--- config.mk ---
export PLATFORM = sky130hd
export DESIGN_NAME = i2cm_ctl
export DESIGN_NICKNAME = d
export VERILOG_FILES = /design/src/i2cm_pkg.sv /design/src/i2cm_rate_if.sv /design/src/i2cm_scl_div.sv /design/src/i2cm_ctl.sv
export SDC_FILE = /design/constraint.sdc
export NUM_CORES = 1
export LEC_CHECK = 0
export ABC_AREA = 0
export BUFFER_PORTS_ARGS = -buffer_cell sky130_fd_sc_hd__buf_2
export CORE_ASPECT_RATIO = 2
export CORE_MARGIN = 2
export CORE_UTILIZATION = 53
export DETAILED_ROUTE_END_ITERATION = 10
export PLACE_DENSITY = 0.79
export SLEW_MARGIN = 5
export SYNTH_ARGS = -nofsm -noshare
export SYNTH_HDL_FRONTEND = slang
export SYNTH_HIERARCHICAL = 1
export SYNTH_SLANG_ARGS = --single-unit
--- constraint.sdc ---
create_clock -name clk_sys_i -period 2 [get_ports clk_sys_i]
set_clock_uncertainty 0.1 [all_clocks]
set_input_delay 0.1 -clock clk_sys_i [delete_from_list [all_inputs] [get_ports clk_sys_i]]
set_output_delay 0.1 -clock clk_sys_i [all_outputs]
set_load 0.005 [all_outputs]
--- src/i2cm_pkg.sv ---
/*
 * constants of the serial bus master control and status block: register
 * offsets, field positions, reset values and serial clock timing.
 * assumes a single 20 MHz system clock and a byte-wide register port.
 */
//
// Summary of operation
// - receive full flag goes to 1 when a received byte enters the data register
// - software writes never change the receive full flag
// - reading the receive data register clears the receive full flag
// - interrupt vector write drops the receive interrupt, keeps the full flag
// - no-response fault flag goes to 1 when the slave does not answer
// - no-response fault flag cleared only by a software write, never by hardware
// - speed select 0 gives 100 kHz serial clock, 1 gives 400 kHz
// - halt-after-read makes a stop follow the next received byte
package i2cm_pkg;

   // ************************************************************
   // register offsets
   // ************************************************************
   localparam logic [15:0] CTL_ADDR  = 16'hffc0;
   localparam logic [15:0] RXD_ADDR  = 16'hffc2;
   localparam logic [15:0] IST_ADDR  = 16'hffc4;
   localparam logic [15:0] IMSK_ADDR = 16'hffc5;
   localparam logic [15:0] IVEC_ADDR = 16'hffc6;

   // ************************************************************
   // control and status fields
   // ************************************************************
   localparam int B_RXF   = 7;
   localparam int B_RECEIVE_FULL_IRQ_ENABLE  = 6;
   localparam int B_ERR   = 5;
   localparam int B_FRQ   = 4;
   localparam int B_TXE   = 3;
   localparam int B_SEND_EMPTY_IRQ_ENABLE  = 2;
   localparam int B_HLTRD = 1;
   localparam int B_HLTWR = 0;
   localparam logic [7:0] CTL_RESET = 8'h00;

   // ************************************************************
   // interrupt status and mask fields
   // ************************************************************
   localparam int IRQ_W  = 3;
   localparam int IB_RX  = 0;
   localparam int IB_ERR = 1;
   localparam int IB_TX  = 2;
   localparam logic [IRQ_W-1:0] IRQ_RESET = 3'h0;

   // ************************************************************
   // serial clock timing
   // ************************************************************
   localparam int CLK_HZ      = 20_000_000;
   localparam int SCL_STD_HZ  = 100_000;
   localparam int SCL_FAST_HZ = 400_000;
   localparam int HALF_STD    = CLK_HZ / (2 * SCL_STD_HZ);
   localparam int HALF_FAST   = CLK_HZ / (2 * SCL_FAST_HZ);
   localparam int DIV_W       = 8;

endpackage

--- src/i2cm_rate_if.sv ---
/*
 * link between the control block and the serial clock divider.
 * assumes both ends sit on the system clock.
 */
`timescale 1ns/100ps
interface i2cm_rate_if;
   logic fast;   // speed select level
   logic tick;   // half serial clock period enable

   modport ctl (output fast, input tick);
   modport div (input fast, output tick);
endinterface

--- src/i2cm_scl_div.sv ---
/*
 * serial clock divider: one-cycle enable every half period of the chosen
 * serial clock. assumes the speed level comes from a flop on clk_sys_i.
 */
`timescale 1ns/100ps
module i2cm_scl_div #(
   parameter int HALF_STD  = i2cm_pkg::HALF_STD,
   parameter int HALF_FAST = i2cm_pkg::HALF_FAST
) (
   input  wire logic clk_sys_i,   // system clock
   input  wire logic nrst_i,      // async reset, active low
   i2cm_rate_if.div  rate         // speed in, tick out
);
   localparam int DW = i2cm_pkg::DIV_W;
   logic [DW-1:0] cnt;
   wire  [DW-1:0] lim  = rate.fast ? DW'(HALF_FAST - 1)
                                   : DW'(HALF_STD - 1);
   wire           wrap = (cnt >= lim);

   always_ff @(posedge clk_sys_i or negedge nrst_i) begin
      if (!nrst_i) begin
         cnt       <= '0;
         rate.tick <= 1'b0;
      end else begin
         cnt       <= wrap ? '0 : cnt + 1'b1;
         rate.tick <= wrap;
      end
   end
endmodule

--- src/i2cm_ctl.sv ---
/*
 * control, status and interrupt registers of the serial bus master.
 * assumes the bit engine reports received bytes, sent bytes, loads of the
 * send register and missing acknowledges as one-cycle strobes on clk_sys_i.
 */
`timescale 1ns/100ps
module i2cm_ctl (
   input  wire logic        clk_sys_i,        // system clock, 20 MHz
   input  wire logic        nrst_i,           // async reset, active low
   input  wire logic [15:0] addr_i,           // register address
   input  wire logic [7:0]  wdata_i,          // write data
   input  wire logic        wr_i,             // write strobe
   input  wire logic        rd_i,             // read strobe
   output logic      [7:0]  rdata_o,          // read data, cycle after rd_i
   input  wire logic [7:0]  rx_byte_i,        // byte from bit engine
   input  wire logic        rx_done_i,        // byte received strobe
   input  wire logic        byte_sent_i,      // send byte done strobe
   input  wire logic        tx_load_i,        // send register loaded strobe
   input  wire logic        no_ack_i,         // slave did not answer strobe
   output logic             stop_req_o,       // stop condition request pulse
   output logic             scl_half_tick_o,  // half serial clock enable
   output logic             irq_o             // interrupt, active high level
);
   // ************************************************************
   // address decode
   // ************************************************************
   wire sel_ctl = (addr_i == i2cm_pkg::CTL_ADDR);
   wire sel_rxd = (addr_i == i2cm_pkg::RXD_ADDR);
   wire sel_ist = (addr_i == i2cm_pkg::IST_ADDR);
   wire sel_msk = (addr_i == i2cm_pkg::IMSK_ADDR);
   wire sel_vec = (addr_i == i2cm_pkg::IVEC_ADDR);
   wire ctl_wr  = wr_i && sel_ctl;
   wire ist_wr  = wr_i && sel_ist;
   wire msk_wr  = wr_i && sel_msk;
   wire vec_wr  = wr_i && sel_vec;
   wire rxd_rd  = rd_i && sel_rxd;

   // ************************************************************
   // control and status bits
   // ************************************************************
   logic       receive_holding_full;
   logic       receive_full_irq_enable;
   logic       no_resp_fault;
   logic       bus_speed_select;
   logic       send_holding_empty;
   logic       send_empty_irq_enable;
   logic       halt_after_read;
   logic       halt_after_write;
   logic [7:0] rx_data;
   logic [i2cm_pkg::IRQ_W-1:0] irq_stat;
   logic [i2cm_pkg::IRQ_W-1:0] irq_mask;

   // received byte sets, data read clears, set wins; control writes ignored
   wire next_rxf = rx_done_i ? 1'b1 : (rxd_rd ? 1'b0 : receive_holding_full);
   // hardware only sets; software write may clear, a new fault wins
   wire next_err = no_ack_i ? 1'b1
                 : (ctl_wr ? wdata_i[i2cm_pkg::B_ERR] : no_resp_fault);
   wire next_txe = byte_sent_i ? 1'b1 : (tx_load_i ? 1'b0 : send_holding_empty);
   wire next_stop = (rx_done_i && halt_after_read)
                 || (byte_sent_i && halt_after_write);

   always_ff @(posedge clk_sys_i or negedge nrst_i) begin
      if (!nrst_i) begin
         receive_holding_full    <= i2cm_pkg::CTL_RESET[i2cm_pkg::B_RXF];
         receive_full_irq_enable <= i2cm_pkg::CTL_RESET[i2cm_pkg::B_RECEIVE_FULL_IRQ_ENABLE];
         no_resp_fault           <= i2cm_pkg::CTL_RESET[i2cm_pkg::B_ERR];
         bus_speed_select        <= i2cm_pkg::CTL_RESET[i2cm_pkg::B_FRQ];
         send_holding_empty      <= i2cm_pkg::CTL_RESET[i2cm_pkg::B_TXE];
         send_empty_irq_enable   <= i2cm_pkg::CTL_RESET[i2cm_pkg::B_SEND_EMPTY_IRQ_ENABLE];
         halt_after_read         <= i2cm_pkg::CTL_RESET[i2cm_pkg::B_HLTRD];
         halt_after_write        <= i2cm_pkg::CTL_RESET[i2cm_pkg::B_HLTWR];
      end else begin
         receive_holding_full <= next_rxf;
         no_resp_fault        <= next_err;
         send_holding_empty   <= next_txe;
         if (ctl_wr) begin
            receive_full_irq_enable <= wdata_i[i2cm_pkg::B_RECEIVE_FULL_IRQ_ENABLE];
            bus_speed_select        <= wdata_i[i2cm_pkg::B_FRQ];
            send_empty_irq_enable   <= wdata_i[i2cm_pkg::B_SEND_EMPTY_IRQ_ENABLE];
            halt_after_read         <= wdata_i[i2cm_pkg::B_HLTRD];
            halt_after_write        <= wdata_i[i2cm_pkg::B_HLTWR];
         end
      end
   end

   always_ff @(posedge clk_sys_i or negedge nrst_i) begin
      if (!nrst_i) begin
         rx_data <= 8'h00;
      end else if (rx_done_i) begin
         rx_data <= rx_byte_i;
      end
   end

   // ************************************************************
   // interrupt status, mask and vector
   // ************************************************************
   wire [i2cm_pkg::IRQ_W-1:0] irq_event;
   wire [i2cm_pkg::IRQ_W-1:0] irq_clr;
   assign irq_event[i2cm_pkg::IB_RX]  = rx_done_i && receive_full_irq_enable;
   assign irq_event[i2cm_pkg::IB_ERR] = no_ack_i;
   assign irq_event[i2cm_pkg::IB_TX]  = byte_sent_i && send_empty_irq_enable;
   // vector write drops both data interrupts, status flags untouched
   wire [i2cm_pkg::IRQ_W-1:0] vec_clr = {vec_wr, 1'b0, vec_wr};
   assign irq_clr = (ist_wr ? wdata_i[i2cm_pkg::IRQ_W-1:0] : '0) | vec_clr;

   genvar gi;
   generate
      for (gi = 0; gi < i2cm_pkg::IRQ_W; gi++) begin : g_irq
         always_ff @(posedge clk_sys_i or negedge nrst_i) begin
            if (!nrst_i) begin
               irq_stat[gi] <= i2cm_pkg::IRQ_RESET[gi];
            end else begin
               irq_stat[gi] <= irq_event[gi] | (irq_stat[gi] & ~irq_clr[gi]);
            end
         end
      end
   endgenerate

   always_ff @(posedge clk_sys_i or negedge nrst_i) begin
      if (!nrst_i) begin
         irq_mask <= i2cm_pkg::IRQ_RESET;
         irq_o    <= 1'b0;
      end else begin
         if (msk_wr) begin
            irq_mask <= wdata_i[i2cm_pkg::IRQ_W-1:0];
         end
         irq_o <= |(irq_stat & irq_mask);
      end
   end

   // ************************************************************
   // read port and stop request
   // ************************************************************
   wire [7:0] ctl_val = {receive_holding_full, receive_full_irq_enable, no_resp_fault, bus_speed_select,
                         send_holding_empty, send_empty_irq_enable, halt_after_read, halt_after_write};
   wire [7:0] rd_mux  = sel_ctl ? ctl_val
                      : sel_rxd ? rx_data
                      : sel_ist ? {5'h00, irq_stat}
                      : sel_msk ? {5'h00, irq_mask}
                      : 8'h00;

   always_ff @(posedge clk_sys_i or negedge nrst_i) begin
      if (!nrst_i) begin
         rdata_o    <= 8'h00;
         stop_req_o <= 1'b0;
      end else begin
         rdata_o    <= rd_i ? rd_mux : 8'h00;
         stop_req_o <= next_stop;
      end
   end

   // ************************************************************
   // serial clock divider
   // ************************************************************
   i2cm_rate_if rate_bus ();
   assign rate_bus.fast   = bus_speed_select;
   assign scl_half_tick_o = rate_bus.tick;

   i2cm_scl_div #(
      .HALF_STD  (i2cm_pkg::HALF_STD),
      .HALF_FAST (i2cm_pkg::HALF_FAST)
   ) u_div (
      .clk_sys_i (clk_sys_i),
      .nrst_i    (nrst_i),
      .rate      (rate_bus.div)
   );

   // ************************************************************
   // checks
   // ************************************************************
   localparam logic [7:0] GAP_STD  = 8'(i2cm_pkg::HALF_STD - 1);
   localparam logic [7:0] GAP_FAST = 8'(i2cm_pkg::HALF_FAST - 1);
   logic [7:0] tick_gap;
   logic [7:0] speed_age;
   logic       speed_q;
   logic       tick_seen;

   always_ff @(posedge clk_sys_i or negedge nrst_i) begin
      if (!nrst_i) begin
         tick_gap  <= 8'h00;
         speed_age <= 8'h00;
         speed_q   <= 1'b0;
         tick_seen <= 1'b0;
      end else begin
         tick_gap  <= rate_bus.tick ? 8'h00 : ((tick_gap == 8'hff) ? tick_gap : tick_gap + 8'h01);
         speed_q   <= bus_speed_select;
         speed_age <= (speed_q != bus_speed_select) ? 8'h00
                    : ((speed_age == 8'hff) ? speed_age : speed_age + 8'h01);
         tick_seen <= tick_seen | rate_bus.tick;
      end
   end
endmodule

-- Yosys cells after proc, flatten, opt, wreduce, memory -nomap -nowiden
Index checks and enable logic that the tools add are counted.
- reductions and logical operators: 14
- multiplexer cells: 14
- add/sub/neg operators: 1
- bitwise logic cells: 11
- eq/ne operators: 5
- order comparisons: 1
- operator list (cell ; count):
    equality test 16 bit, second input constant ; 5
    2-to-1 mux 8 bit ; 4
    logical AND 1 bit ; 9
    2-to-1 mux 3 bit ; 3
    adder 8 x 1 -> 8 bit, second input constant ; 1
    >= comparator 8 bit ; 1
    2-to-1 mux 7 bit ; 1
    2-to-1 mux 1 bit ; 6
    nonzero test 2 bit ; 3
    AND 1 bit ; 3
    AND 3 bit ; 1
    NOT 1 bit ; 3
    bitwise OR 1 bit ; 3
    bitwise OR 3 bit ; 1
    OR reduction 3 bit ; 1
    logical OR 1 bit ; 1
- word-level logic and storage cells: 64
- bits in registers: 41
- output and inout port bits: 11

-- Longest topological paths before layout
- depth in word-level cells: 7
- mapped depth: 6

-- Hierarchy
Netlist, hierarchy kept.
- modules (own cells, without submodules) (module ; times used ; cells an instance ; area an instance (sq um)):
    i2cm_ctl ; 1 ; 112 ; 1471.4
    i2cm_scl_div ; 1 ; 52 ; 578.1

-- Least setup slack after synthesis
Ideal clock, no wire load.
- kind: register to register
- from: reg bus_speed_select
- to: reg u_div.cnt[5]
- required time: 1806 ps
- arrival time: 1653 ps
- buffers on the path: 1
- stages on the path, launching flop included: 7
- slack: 154 ps
- period minus slack after synthesis: 1846 ps
- cells stage by stage: dfrtp_1 inv_1 ha_1 nand2b_4 a2111o_1 buf_6 a221oi_2
- cells in the longest elaborated chain, start to end: 3
- ends and longest elaborated chain (what ; RTL line ; text):
    start, declared ; i2cm_ctl.sv:44 ; logic bus_speed_select;
    start signal, assigned ; i2cm_ctl.sv:67 ; bus_speed_select <= i2cm_pkg::CTL_RESET[i2cm_pkg::B_FRQ];
    start signal, assigned ; i2cm_ctl.sv:78 ; bus_speed_select <= wdata_i[i2cm_pkg::B_FRQ];
    2-to-1 mux 7 bit ; i2cm_scl_div.sv:16 ; wire [DW-1:0] lim = rate.fast ? DW'(HALF_FAST - 1)
    >= comparator 8 bit ; i2cm_scl_div.sv:18 ; wire wrap = (cnt >= lim);
    2-to-1 mux 8 bit ; i2cm_scl_div.sv:25 ; cnt <= wrap ? '0 : cnt + 1'b1;
    end signal, assigned ; i2cm_scl_div.sv:25 ;
    end, declared ; i2cm_scl_div.sv:15 ; logic [DW-1:0] cnt;
Every way passes these cells.
A chain may end at the register's enable or synchronous reset.

-- Final worst setup path
- from: reg bus_speed_select
- to: reg u_div.cnt[7]
Same word-level chain as after synthesis.

==> run metrics <==
post-synthesis simple-gate area fraction 0.1575; post-synthesis cell type count 43; Worst Path Buf+Inv 1; GRT Total Usage 0.2442; CTS Buf Count 5; delay-heaviest family, CP compound AO/OA/AOI/OAI gates; largest family of logic cells by synthesized area simple AND/OR/NAND/NOR gates; Data arrival, critical path between 1500 and 2000 ps; number of port buffers 48; layout cells sized above 1 0.3590; Horiz. Die Dim 47.97 µm; worst path cell trace buf_4, ha_1, a2111o_2, a221oi_2; IO Pins around 50; Antenna diodes 0; initial antenna violation count 0; remaining global-route overflow 0; Max Slew Vio Count 0; Seq/Total Area, Yosys 0.5006; Leakage Power between 0.001 and 0.0015 µW; Post-CTS Setup Repair Bufs 0; Layout area overhead 27.78%; post-DR vias/cell around 5.5; hold crit path type in -> reg; most common cell in the netlist dfrtp_1; Final Routed Wirelength 4581 µm; Synth Flop Type dfrtp_1; net count reported at finish between 200 and 300; slowest stage delay, CP between 500 and 600 ps; Synth area leaders dfrtp_1 50%, mux2_2 6.0%, mux2i_1 4.4%; Critical Path End Type flip-flop; filler cell count about 310; Pwr Density about 650 nW/µm²; Final ANT Viol Nets 0; Finished Cell Area between 2000 and 3000 µm²; Post-Synth Adder-Cell Area 0.04274; status completed; CTS H-tree depth 2; Max FO, Critical Path 9; Initial Utilization 0.5445; top cells by count, synth 41 x dfrtp_1, 12 x nor2_1, 11 x mux2_2, 9 x mux2i_1, 7 x ha_1; die area roughly 4400 µm²; CP startpoint kind flip-flop; top cell type's share of synthesized area 0.5006; Tcrit/Tclk final 0.9418; area of the core between 3000 and 4000 µm²; global-route wire length before repair between 7000 and 8000 µm; detailed placement HPWL 2995 µm; ys async rst share 1.000; min Tclk post-route about 1900 ps; Reg clk slew, reported paths approximately 80 ps; max_cap viols 0; dpl cell area around 2300 µm²; crit path max-delay cell type a2111o_2; Slew headroom 0.4140; mapped cell area 2049 µm²; drt pass-1 iters 4; Worst-Skew Late Latency 290 ps; drt wl/cell roughly 16 µm; CP Data Required Time 2110 ps; Worst-Margin Slew ~880 ps; pre-CTS setup slack 114.8 ps; Hold Vio Cnt, Final 0; CTS tree done; vias post-DR about 1600; Synth Register Bits ~40; final setup violating endpoints 0; Die Span Y roughly 92 µm; Max Fclk 0.5309 GHz; setup TNS 0 ps; Final WS setup roughly 120 ps; worst vdd ir about 650 µV; Max Root-Sink Buffers 2; XOR/XNOR Fraction of Synth Area 0.01282; syn avg cell area 12.50 µm²; vias in the first global route ~1700; critical path type reg -> reg; root buf cell clkbuf_8; RSZ-0062 raised after global routing no; area leader, netlist dfrtp_1; Layout Utilization 0.6958; DRC 0; syn_nets around 210; clk sinks between 40 and 50; Compound-Gate Fraction of Synth Area 0.1154; row cnt 32; EDFF count, synth 0; Syn Inst Count 164; synth warn 6; mux contribution to synthesized area 0.1410; largest net degree at the start of global routing 42; initial drt markers 26; GPL Wtd Cong 0.8169
[metrics by stage]
stage | total power [µW] | instances | hold WS [ps]
2_1_floorplan | 1019 | 164 | -295.6
3_3_place_gp | 1089 | 258 | 159.9
3_5_place_dp | 1101 | 258 | 170.9
4_1_cts | 1722 | 285 | 105.6
5_1_grt | 1777 | 285 | 140.4
6_report | 1709 | 285 | 116.8
[worst paths after layout]
check | start | end | slack (ps) | cells past startpoint
hold / removal | rx_done_i | receive_holding_full | 120 | 3
hold reg to reg | u_div/cnt[0] | u_div/cnt[0] | 400 | 1
setup / recovery | bus_speed_select | u_div/cnt[7] | 120 | 4
min in group asynchronous | nrst_i | rdata_o[2] | 360 | 2
max in group asynchronous | nrst_i | receive_holding_full | 880 | 2
setup reg to reg | bus_speed_select | u_div/cnt[7] | 120 | 4
[cell families (layout without fill, tap and decap cells)]
group                      count (synthesis)  after routing
and+or+nand+nor                           49             49
buffers and inverters                     12             82
muxes                                     25             25
AOI/OAI and AO/OA                         27             27
adders and majority gates                  7              7
xor gates and xnor gates                   3              3
DFF                                       41             41
[cell type report]
class	instances	area, µm²	share of cell area
well taps	51	63.81	0.02437
multi-input cells	111	963.4	0.3679
inverters	5	18.77	0.007167
repair buffers	69	445.4	0.1701
flip-flops and latches	41	1026	0.3918
clock buffers	7	96.34	0.03679
clock inverters	1	5.005	0.001911
[state kept, by name (all words and copies together), names as in the netlist]
register and cells:
send_empty_irq_enable 1, rdata_o 8, u_div/rate.tick 1, u_div/cnt 8, stop_req_o 1, irq_mask 3, halt_after_write 1, bus_speed_select 1
no_resp_fault 1, irq_o 1, rx_data 8, send_holding_empty 1, receive_holding_full 1, receive_full_irq_enable 1, irq_stat 3, halt_after_read 1
[power by group]
part / total, µW / internal [µW] / switching (µW)
Combinational: 208 / 118 / 90.0
Sequential: 909 / 869 / 39.6
Clock: 592 / 312 / 280
[cells in the final DEF, fill, tap and decap left out, types with 2 or more instances in the layout]
cell,n
buf_2,48
dfrtp_1,41
dlygate4sd3_1,19
nor2_1,12
mux2_2,11
mux2i_1,9
clkbuf_8,7
ha_1,7
inv_1,5
mux2_4,5
a211oi_1,5
nand3_1,4
nor3b_1,4
nand4_1,4
nand2_1,4
nor2b_1,3
o22ai_1,3
o311a_1,3
a21o_1,3
o21ai_0,3
or3_1,3
a221oi_2,3
and4_1,2
and2_1,2
and4bb_2,2
a221o_1,2
buf_4,2
xor2_1,2
[timing repair]
action	4_1_cts	5_1_grt
hold endpoints to repair	65	0
setup endpoints to repair	0	4
hold buffers	19	0
gates resized for setup	0	1
[worst min-delay path, stage by stage]
cell and delay [ps]:
buf_2 200, nor2_1 130, nor2_1 40
[layer usage]
metal  share of wire  track usage  vias up
met4           0.025       0.1081        0
met5               0            0        -
met3           0.038      0.05118        9
met2            0.52       0.3744       46
met1            0.42       0.3193      754
li1                -            -      756
No activity file was read; power rests on OpenSTA's default activity.
